### src/rtl/rwc_pkg.sv
package rwc_pkg;

    // Timing, one oscillator period per core_clk cycle
    localparam int CLK_HZ           = 50_000_000;
    localparam int POWERUP_TIMER_TIME_US     = 72_000;
    localparam int POWERUP_TIMER_CYCLES      = POWERUP_TIMER_TIME_US * (CLK_HZ / 1_000_000);
    localparam int OST_TOSC         = 1024;
    localparam int OST_CYCLES       = OST_TOSC;
    localparam int POR_DELAY_CYCLES = 16;
    localparam int CNT_W            = 22;
    localparam int PC_W             = 13;

    // Register indexes; byte address is four times the index
    localparam logic [7:0] IDX_CORE_IRQ_CTRL     = 8'h0B;
    localparam logic [7:0] IDX_CORE_IRQ_CTRL_ALT = 8'h8B;
    localparam logic [7:0] IDX_PERIPH_FLAGS      = 8'h0C;
    localparam logic [7:0] IDX_PERIPH_ENABLES    = 8'h8C;
    localparam logic [7:0] IDX_POWER_CTRL        = 8'h8E;
    localparam logic [7:0] IDX_RESET_STATUS      = 8'h90;

    // core_interrupt_control fields
    localparam int GIE_BIT  = 7;
    localparam int PERIPHERAL_GROUP_ENABLE_BIT = 6;
    localparam int T0IE_BIT = 5;
    localparam int PORT_CHANGE_ENABLE_BIT = 3;
    localparam int T0IF_BIT = 2;
    localparam int EXT_PIN_IRQ_FLAG_BIT = 1;
    localparam int PORT_CHANGE_FLAG_BIT = 0;

    // peripheral_interrupt_flags / enables fields
    localparam int ADC_BIT  = 6;
    localparam int CCP_BIT  = 2;
    localparam int TMR2_BIT = 1;
    localparam int TMR1_BIT = 0;
    localparam logic [7:0] PERIPH_MASK = 8'h47;

    // power_control_status and reset status fields
    localparam int BOR_BIT   = 0;
    localparam int POR_BIT   = 1;
    localparam logic [7:0] POWER_CONTROL_STATUS_MASK = 8'h03;
    localparam int PD_BIT    = 0;
    localparam int TO_BIT    = 1;
    localparam int SLEEP_BIT = 2;

    // Reset values
    localparam logic [7:0] CORE_IRQ_RESET  = 8'h00;
    localparam logic [7:0] PERIPH_RESET    = 8'h00;
    localparam logic [7:0] OPTION_RESET    = 8'hFF;
    localparam logic [7:0] DIRECTION_RESET = 8'hFF;
    localparam logic [7:0] TIMER2_RESET    = 8'h00;
    localparam logic [7:0] PERIOD2_RESET   = 8'hFF;
    localparam logic [PC_W-1:0] VEC_RESET  = 13'h0000;
    localparam logic [PC_W-1:0] VEC_IRQ    = 13'h0004;

    typedef enum logic [2:0] {
        ST_POR   = 3'b000,
        ST_POWERUP_TIMER  = 3'b001,
        ST_OST   = 3'b010,
        ST_HOLD  = 3'b011,
        ST_RUN   = 3'b100,
        ST_SLEEP = 3'b101,
        ST_WAKE  = 3'b110,
        ST_BROWN = 3'b111
    } rwc_state_e_t;

    typedef struct packed {
        rwc_state_e_t    state;
        logic [CNT_W-1:0] cnt;
        logic [2:0]      pin_s1;
        logic [2:0]      pin_s2;
        logic            ext_s3;
        logic [2:0]      fuse_s1;
        logic [2:0]      fuse_s2;
        logic [7:0]      core_interrupt_control;
        logic [7:0]      pir;
        logic [7:0]      pie;
        logic            por_n;
        logic            bor_n;
        logic            to_n;
        logic            pd_n;
        logic            pend;
        logic            waitreq;
        logic [31:0]     rdata;
        logic            core_reset;
        logic            sleeping;
        logic            pc_load;
        logic [PC_W-1:0] pc_value;
        logic            irq_vector;
        logic            resume;
        logic            wdt_clear;
        logic            sfr_init;
    } rwc_regs_t;

endpackage

### src/rtl/rwc_top.sv
`timescale 1ns/1ps
// Notes on behaviour
// - Power-up runs reset delay, then power-up timer, then oscillator start-up.
// - Crystal: 72 ms plus 1024 periods, or 1024 only; RC: 72 ms or none.
// - Time-outs run under master clear; release afterwards starts at once.
// - Brown-out status reads one after power-on; brown-out reset clears it.
// - Power-on status cleared only by power-on; software sets it afterwards.
// - Time-out and power-down flags follow the kind of reset or wake.
// - Resets load program counter 000h; wake-ups continue at PC + 1.
// - Special registers take reset values; wake-ups touch only interrupt flags.
// - Seven sources; flags set regardless of any enable.
// - Global enable with flag and enable vectors at once; clear blocks all.
// - Every reset clears the global interrupt enable.
// - Return-from-interrupt sets the global enable again.
// - Accepting clears global enable, pushes return address, loads 0004h.
// - Core register: enables bits 7 to 3, flags bits 2 to 0.
// - Peripheral flags and enables apart, gated by one group enable.
// - External event to vector takes three or four instruction cycles.
// - Sleep prefetches next instruction; enabled source wakes, global ignored.
// - Wake with global clear continues; set runs next instruction, then 0004h.
// - Enabled flag already set makes sleep a no-operation.
// - Interrupt during sleep: sleep completes, device wakes immediately.
// - Peripheral flags set by hardware, cleared by software or by any reset.
module rwc_top
    import rwc_pkg::*;
#(
    parameter int POR_CYCLES  = POR_DELAY_CYCLES,
    parameter int POWERUP_TIMER_CNT    = POWERUP_TIMER_CYCLES,
    parameter int OST_CNT     = OST_CYCLES
)(
    input  wire logic             core_clk,
    input  wire logic             rst_n,
    input  wire logic             clk_en,
    input  wire logic [9:0]       avs_address,
    input  wire logic             avs_read,
    input  wire logic             avs_write,
    input  wire logic [31:0]      avs_writedata,
    input  wire logic [3:0]       avs_byteenable,
    output logic [31:0]           avs_readdata,
    output logic                  avs_waitrequest,
    input  wire logic             master_clear_n,
    input  wire logic             brownout_detect,
    input  wire logic             ext_irq_pin,
    input  wire logic             brownout_detect_fuse,
    input  wire logic             powerup_timer_fuse_n,
    input  wire logic             osc_mode_rc,
    input  wire logic             watchdog_timeout,
    input  wire logic             instr_cycle_tick,
    input  wire logic             sleep_instr,
    input  wire logic             return_from_irq_instr,
    input  wire logic             watchdog_clear_instr,
    input  wire logic             timer0_overflow_event,
    input  wire logic             port_change_event,
    input  wire logic             timer1_overflow_event,
    input  wire logic             timer2_match_event,
    input  wire logic             capture_compare_event,
    input  wire logic             conversion_done_event,
    output logic                  core_reset,
    output logic                  sleeping,
    output logic                  pc_load,
    output logic [PC_W-1:0]       pc_value,
    output logic                  irq_vector,
    output logic                  resume,
    output logic                  watchdog_clear,
    output logic                  sfr_init
);

    localparam logic [CNT_W-1:0] POR_LAST  = CNT_W'(POR_CYCLES - 1);
    localparam logic [CNT_W-1:0] POWERUP_TIMER_LAST = CNT_W'(POWERUP_TIMER_CNT - 1);
    localparam logic [CNT_W-1:0] OST_LAST  = CNT_W'(OST_CNT - 1);

    function automatic logic irq_combine(
        input logic [7:0] ic,
        input logic [7:0] pf,
        input logic [7:0] pe,
        input logic       gate
    );
        logic core_any;
        logic peri_any;
        core_any = |(ic[T0IE_BIT:PORT_CHANGE_ENABLE_BIT] & ic[T0IF_BIT:PORT_CHANGE_FLAG_BIT]);
        peri_any = ic[PERIPHERAL_GROUP_ENABLE_BIT] & (|(pf & pe & PERIPH_MASK));
        return gate & (core_any | peri_any);
    endfunction

    function automatic logic idx_hit(
        input logic [9:0] addr,
        input logic [7:0] idx
    );
        return addr[9:2] == idx;
    endfunction

    rwc_regs_t q;
    rwc_regs_t d;

    logic       irq_now;
    logic       wake_now;
    logic       master_clear_n_s;
    logic       bo_s;
    logic       ext_rise;
    logic       crystal;
    logic       rst_evt;
    logic       wr_en;
    logic [2:0] core_set;
    logic [7:0] peri_set;
    logic [7:0] rd_mux;
    logic [7:0] wdata;

    always_comb
    begin
        d            = q;
        d.pc_load    = 1'b0;
        d.irq_vector = 1'b0;
        d.resume     = 1'b0;
        d.wdt_clear  = 1'b0;
        d.sfr_init   = 1'b0;
        rst_evt      = 1'b0;
        wdata        = avs_writedata[7:0];

        d.pin_s1  = {brownout_detect, ext_irq_pin, master_clear_n};
        d.pin_s2  = q.pin_s1;
        d.ext_s3  = q.pin_s2[1];
        d.fuse_s1 = {osc_mode_rc, powerup_timer_fuse_n, brownout_detect_fuse};
        d.fuse_s2 = q.fuse_s1;
        master_clear_n_s    = q.pin_s2[0];
        bo_s      = q.pin_s2[2] & q.fuse_s2[0];
        ext_rise  = q.pin_s2[1] & ~q.ext_s3;
        crystal   = ~q.fuse_s2[2];

        irq_now  = irq_combine(q.core_interrupt_control, q.pir, q.pie,
                               q.core_interrupt_control[GIE_BIT]);
        wake_now = irq_combine(q.core_interrupt_control, q.pir, q.pie, 1'b1);

        // Bus slave: one wait cycle, then answer
        wr_en = avs_write & ~q.waitreq & avs_byteenable[0];
        case (avs_address[9:2])
            IDX_CORE_IRQ_CTRL:     rd_mux = q.core_interrupt_control;
            IDX_CORE_IRQ_CTRL_ALT: rd_mux = q.core_interrupt_control;
            IDX_PERIPH_FLAGS:      rd_mux = q.pir & PERIPH_MASK;
            IDX_PERIPH_ENABLES:    rd_mux = q.pie & PERIPH_MASK;
            IDX_POWER_CTRL:        rd_mux = {6'h00, q.por_n, q.bor_n};
            IDX_RESET_STATUS:      rd_mux = {5'h00, q.sleeping, q.to_n, q.pd_n};
            default:               rd_mux = 8'h00;
        endcase
        if ((avs_read | avs_write) & q.waitreq)
        begin
            d.waitreq = 1'b0;
            d.rdata   = {24'h0000_00, rd_mux};
        end
        else
        begin
            d.waitreq = 1'b1;
        end

        if (wr_en && (idx_hit(avs_address, IDX_CORE_IRQ_CTRL) ||
                      idx_hit(avs_address, IDX_CORE_IRQ_CTRL_ALT)))
            d.core_interrupt_control = wdata;
        if (wr_en && idx_hit(avs_address, IDX_PERIPH_FLAGS))
            d.pir = wdata & PERIPH_MASK;
        if (wr_en && idx_hit(avs_address, IDX_PERIPH_ENABLES))
            d.pie = wdata & PERIPH_MASK;
        if (wr_en && idx_hit(avs_address, IDX_POWER_CTRL))
        begin
            d.por_n = wdata[POR_BIT];
            d.bor_n = wdata[BOR_BIT];
        end

        // Hardware set applied after the write so a same-cycle clear loses
        core_set = {timer0_overflow_event, ext_rise, port_change_event};
        d.core_interrupt_control[T0IF_BIT:PORT_CHANGE_FLAG_BIT] = d.core_interrupt_control[T0IF_BIT:PORT_CHANGE_FLAG_BIT]
                                      | core_set;
        peri_set           = 8'h00;
        peri_set[ADC_BIT]  = conversion_done_event;
        peri_set[CCP_BIT]  = capture_compare_event;
        peri_set[TMR2_BIT] = timer2_match_event;
        peri_set[TMR1_BIT] = timer1_overflow_event;
        d.pir = d.pir | peri_set;

        case (q.state)
            ST_POR:
            begin
                // Master clear does not stop the time-outs
                if (q.cnt >= POR_LAST)
                begin
                    d.cnt   = '0;
                    d.bor_n = 1'b1;
                    if (!q.fuse_s2[1])
                        d.state = ST_POWERUP_TIMER;
                    else if (crystal)
                        d.state = ST_OST;
                    else
                        d.state = ST_HOLD;
                end
                else
                    d.cnt = q.cnt + 1'b1;
            end
            ST_POWERUP_TIMER:
            begin
                if (q.cnt >= POWERUP_TIMER_LAST)
                begin
                    d.cnt   = '0;
                    d.state = crystal ? ST_OST : ST_HOLD;
                end
                else
                    d.cnt = q.cnt + 1'b1;
            end
            ST_OST:
            begin
                if (q.cnt >= OST_LAST)
                begin
                    d.cnt   = '0;
                    d.state = ST_HOLD;
                end
                else
                    d.cnt = q.cnt + 1'b1;
            end
            ST_HOLD:
            begin
                // Time-outs already spent, so release starts at once
                if (master_clear_n_s)
                begin
                    d.state    = ST_RUN;
                    d.pc_load  = 1'b1;
                    d.pc_value = VEC_RESET;
                end
            end
            ST_BROWN:
            begin
                // Brown-out always takes the power-up timer
                if (!bo_s)
                begin
                    d.cnt   = '0;
                    d.state = ST_POWERUP_TIMER;
                end
            end
            ST_RUN:
            begin
                if (return_from_irq_instr)
                    d.core_interrupt_control[GIE_BIT] = 1'b1;
                if (watchdog_clear_instr)
                begin
                    d.wdt_clear = 1'b1;
                    d.to_n      = 1'b1;
                    d.pd_n      = 1'b1;
                end
                if (instr_cycle_tick)
                begin
                    // Pending stage gives the 3-4 cycle latency
                    if (q.pend && irq_now)
                    begin
                        d.core_interrupt_control[GIE_BIT] = 1'b0;
                        d.irq_vector      = 1'b1;
                        d.pc_load         = 1'b1;
                        d.pc_value        = VEC_IRQ;
                        d.pend            = 1'b0;
                    end
                    else
                        d.pend = irq_now;
                end
                if (watchdog_timeout)
                begin
                    d.to_n  = 1'b0;
                    d.pd_n  = 1'b1;
                    d.state = ST_HOLD;
                    rst_evt = 1'b1;
                end
                else if (sleep_instr && !wake_now)
                begin
                    // No enabled flag pending: sleep clears the watchdog and enters ST_SLEEP
                    d.wdt_clear = 1'b1;
                    d.to_n      = 1'b1;
                    d.pd_n      = 1'b0;
                    d.state     = ST_SLEEP;
                    d.pend      = 1'b0;
                end
            end
            ST_SLEEP:
            begin
                if (watchdog_timeout || wake_now)
                begin
                    if (watchdog_timeout)
                        d.to_n = 1'b0;
                    d.cnt = '0;
                    if (crystal)
                        d.state = ST_WAKE;
                    else
                    begin
                        d.state  = ST_RUN;
                        d.resume = 1'b1;
                        d.pend   = q.core_interrupt_control[GIE_BIT];
                    end
                end
            end
            ST_WAKE:
            begin
                if (q.cnt >= OST_LAST)
                begin
                    d.cnt    = '0;
                    d.state  = ST_RUN;
                    d.resume = 1'b1;
                    d.pend   = q.core_interrupt_control[GIE_BIT];
                end
                else
                    d.cnt = q.cnt + 1'b1;
            end
            default:
                d.state = ST_HOLD;
        endcase

        // Brown-out wins over master clear; both outrank the above
        if (bo_s && q.state != ST_POR)
        begin
            d.state = ST_BROWN;
            d.bor_n = 1'b0;
            d.to_n  = 1'b1;
            d.pd_n  = 1'b1;
            d.cnt   = '0;
            rst_evt = 1'b1;
        end
        else if (!master_clear_n_s && (q.state == ST_RUN || q.state == ST_SLEEP ||
                             q.state == ST_WAKE))
        begin
            if (q.state != ST_RUN)
            begin
                d.to_n = 1'b1;
                d.pd_n = 1'b0;
            end
            d.state = ST_HOLD;
            rst_evt = 1'b1;
        end

        if (rst_evt)
        begin
            // Flag of port change survives non power-on resets
            d.core_interrupt_control = {CORE_IRQ_RESET[7:1], d.core_interrupt_control[PORT_CHANGE_FLAG_BIT]};
            d.pir        = PERIPH_RESET;
            d.pie        = PERIPH_RESET;
            d.pend       = 1'b0;
            d.irq_vector = 1'b0;
            d.resume     = 1'b0;
            d.pc_load    = 1'b0;
            d.sfr_init   = 1'b1;
        end

        d.core_reset = !(d.state == ST_RUN || d.state == ST_SLEEP ||
                         d.state == ST_WAKE);
        d.sleeping   = (d.state == ST_SLEEP || d.state == ST_WAKE);
    end

    always_ff @(posedge core_clk)
    begin
        if (!rst_n)
        begin
            // Power-on: flags per power-on, waitreq, core_reset and sfr_init set, everything else cleared
            q            <= '0;
            q.state      <= ST_POR;
            q.core_interrupt_control     <= CORE_IRQ_RESET;
            q.pir        <= PERIPH_RESET;
            q.pie        <= PERIPH_RESET;
            q.por_n      <= 1'b0;
            q.bor_n      <= 1'b1;
            q.to_n       <= 1'b1;
            q.pd_n       <= 1'b1;
            q.waitreq    <= 1'b1;
            q.core_reset <= 1'b1;
            q.sfr_init   <= 1'b1;
        end
        else if (clk_en)
            q <= d;
    end

    assign avs_readdata    = q.rdata;
    assign avs_waitrequest = q.waitreq;
    assign core_reset      = q.core_reset;
    assign sleeping        = q.sleeping;
    assign pc_load         = q.pc_load;
    assign pc_value        = q.pc_value;
    assign irq_vector      = q.irq_vector;
    assign resume          = q.resume;
    assign watchdog_clear  = q.wdt_clear;
    assign sfr_init        = q.sfr_init;

endmodule

### config.mk
export PLATFORM = sky130hd
export DESIGN_NAME = rwc_top
export DESIGN_NICKNAME = d
export VERILOG_FILES = /design/src/rtl/rwc_pkg.sv /design/src/rtl/rwc_top.sv
export SDC_FILE = /design/constraint.sdc
export NUM_CORES = 1
export LEC_CHECK = 0
export BUFFER_PORTS_ARGS = -buffer_cell sky130_fd_sc_hd__buf_2
export CAP_MARGIN = 20
export CORE_AREA = 2 2 69 136
export DETAILED_ROUTE_END_ITERATION = 10
export DIE_AREA = 0 0 71 138
export MAX_ROUTING_LAYER = met4
export PLACE_DENSITY = 0.76
export SYNTH_ARGS = -nofsm -noshare
export SYNTH_HDL_FRONTEND = slang
export SYNTH_SLANG_ARGS = --single-unit
### constraint.sdc
create_clock -name core_clk -period 2.7 [get_ports core_clk]
set_input_delay 0.81 -clock core_clk [delete_from_list [all_inputs] [get_ports core_clk]]
set_output_delay 0.81 -clock core_clk [all_outputs]
set_load 0.01 [all_outputs]
==> impl_metrics.toml <==
[yosys]
synthTopCellsByArea = "dfxtp_1 (34%), buf_4 (7.5%), o21ai_0 (5.5%), mux2i_1 (5.1%), nor2_1 (4.5%)"
netlist_area_um2 = 4510
ys_ff_latch = 76
synthTopCellsByCount = "dfxtp_1 (76), nor2_1 (54), nand2_1 (51), o21ai_0 (50), buf_4 (45)"
synthCells = 571
synth_edf_count = 0
seq_area_frac_synth_pct = 33.7
synth_ff_type = "dfxtp_1"
synth.top_cell.area_share_pct = 33.7
synth_top_area_cell = "dfxtp_1"
synth-warning-count = 0
synthDistinctLibCells = 68
async_flop_share_pct = 0
yosysMostFrequentCell = "dfxtp_1"
syn_area_per_cell_um2 = 7.90

[layout]
num_antenna_cells = 0
multiInputGateArea_um2 = 2580
design_area_um2 = 5070
nFillCells = 822
seq_area_um2 = 1520
largest_register_ffs = 51
nets = 687
synthToLayoutAreaGrowth_pct = 12.4
regMostFlops = "q"
drive_gt1_share_pct = 17.8

[placed_design]
dp_hpwl_um = 9410
io_buffers = 55
dpl_cell_area_um2 = 4740
pre_cts_slack_ns = 0.168
place_congestion = 1.00

[sta]
drv_slew = 0
hold_viol = 0
setup_tns_ns = 0
fmax_ghz = 0.394
max-slew-margin-rel_pct = 43.2
worst_slack_ns = 0.164
rsz0062_at_grt = "no"
tightestPinTransition_ns = 0.851
setup_viol = 0
min_period_ns = 2.54
period_share_pct = 93.9
fin_hold_ws_ns = 0.458
fin_skew_ns = 0.00778

[setup_path]
worstPathArrival_ns = 2.80
crit_path_max_incr_delay_ns = 0.36
cp_slowest_cell = "o211a_2"
cp_data_required_time_ns = 2.96
start_kind = "register"
end_kind = "register"
crit_chain = "ha_1 > and4_1 > a211o_1 > a41o_1 > o211a_2 > o21bai_2 > buf_4 > nand2_1 > o21ai_0"
crit_type = "register to register"
critPathMaxFanout = 9

[pwr]
seqPwrFrac_pct = 42.4
p_leak_uw = 0.00211
power_frac_comb_pct = 10.1
power.density_nw_per_um2 = 547
p_clk_share_pct = 47.5
p_sw_uw = 704
peakVddDrop_mv = 0.390
p_sw_share_pct = 25.4
intPower_uw = 2070

[floorplan]
fp.dieH_um = 138
rows = 49
fp.coreArea_um2 = 8890
start_util_pct = 50.7
die_w_um = 71
die_area_um2 = 9800
io_pins = 121

[cts]
clock-root-buffer = "clkbuf_16"
numCtsBuffers = 9
clkTransAtPathRegs_ns = 0.06
cts_sinks = 76
cts_tree = "yes"
hold_buffers = 0
h-tree-depth = 3
cts_buffer_depth = 2
insertion_delay_ns = 0.34
postCtsSetupBuffers = 0

[global_route]
grt_overflow_total = 0
grt_max_degree = 50
grt_first_pass_wirelength_um = 20300
grt_pass1_vias = 4380
grt_util_all_layers_pct = 26.5
antenna_found_initial = 0

[routing]
first_iter_violations = 386
first_pass_iters = 5
vias = 4480
ant_nets = 0
wire_per_inst_um = 17.0
viasPerCell = 6.18
totalWireLength_um = 12300
drcViolationCount = 0

[run_status]
status = "complete, no violations"

[flow_run]
maxCapViolCount = 0

[worst_hold_path]
hold_class = "register to register"
-- final timing paths --
| check | startpoint | end | slack [ns] | depth (start not counted) |
|---|---|---|---|---|
| setup / recovery | q[95]$_SDFFE_PN0P_ | q[105]$_SDFFE_PN0P_ | 0.16 | 9 |
| hold / removal | avs_readdata[5]$_SDFFE_PN0P_ | avs_readdata[5]$_SDFFE_PN0P_ | 0.46 | 2 |
| setup reg to reg | q[95]$_SDFFE_PN0P_ | q[105]$_SDFFE_PN0P_ | 0.16 | 9 |
| hold reg to reg | avs_readdata[5]$_SDFFE_PN0P_ | avs_readdata[5]$_SDFFE_PN0P_ | 0.46 | 2 |
-- critical path, delay by kind of cell (launching register included) --
kind	cells	cell delay [ns]
AND/OR/NAND/NOR	2	0.42
AO/OA/AOI/OAI	5	1.28
flip-flops	1	0.34
adder cells (fa/ha/maj)	1	0.25
buffers and inverters	1	0.19
-- per-stage QoR --
| stage | std cells | utilization (%) | total power, µW |
|---|---|---|---|
| floorplan | 606 | - | 1420 |
| global placement | 709 | 53.4 | 1470 |
| detailed placement | 709 | 53.4 | 1470 |
| CTS | 725 | 57.0 | 2770 |
| global route | 725 | 57.0 | 2860 |
| finish | 725 | 57.0 | 2770 |
-- per-layer routing --
metal  wire (µm)  GRT usage [%]
met1        4170           24.3
met2        6770           47.3
met3         519           5.25
met4         843           18.5
met5           0              -
-- area by class of cell --
type	count	share of cell area [%]
Clock inverter	7	1.95
Tap cell	102	2.52
Multi-Input combinational cell	439	51.0
Inverter	14	1.04
Timing Repair Buffer	78	9.08
Sequential cell	76	30.0
Clock buffer	9	4.44
-- placed cells by master, fill, tap and decap left out, types with 7 or more instances in the layout --
master,n
a21oi_1,17
clkbuf_16,9
nor2_1,54
nand2b_1,10
a221oi_1,7
buf_2,55
conb_1,36
dfxtp_1,76
mux2i_1,23
nand3_1,21
and2_1,7
nand2_1,51
and3_1,10
buf_4,22
nand4_1,8
nor2b_1,11
inv_1,13
a31oi_1,10
a22oi_1,17
nor3_1,13
o211ai_1,8
o21ai_0,49
-- cell families (layout without fill, tap and decap cells) --
family          count (synthesis)  after routing  share of synthesized area (%)
other cells                     1             36                         0.0832
flops                          76             76                           33.7
simple gates                  213            213                           24.0
buf+inv                        91            108                           11.9
mux                            24             24                           5.36
fa+ha+maj                       1              1                          0.277
xor+xnor                        3              3                          0.583
compound gates                162            162                           24.1
-- power by group through the flow --
stage	combinational [µW]	clock, µW	sequential (µW)
final	280	1320	1180
after global routing	306	1380	1180
after CTS	276	1320	1170
after global placement	268	0	1200
after detailed placement	275	0	1200
after floorplan	229	0	1190
-- what timing repair did --
| action | in CTS | in global routing |
|---|---|---|
| endpoints found under the hold margin | 0 | 0 |
| endpoints found under the setup margin | 0 | 3 |
| resized for setup | 0 | 2 |
(Power assumes the default switching activity.)
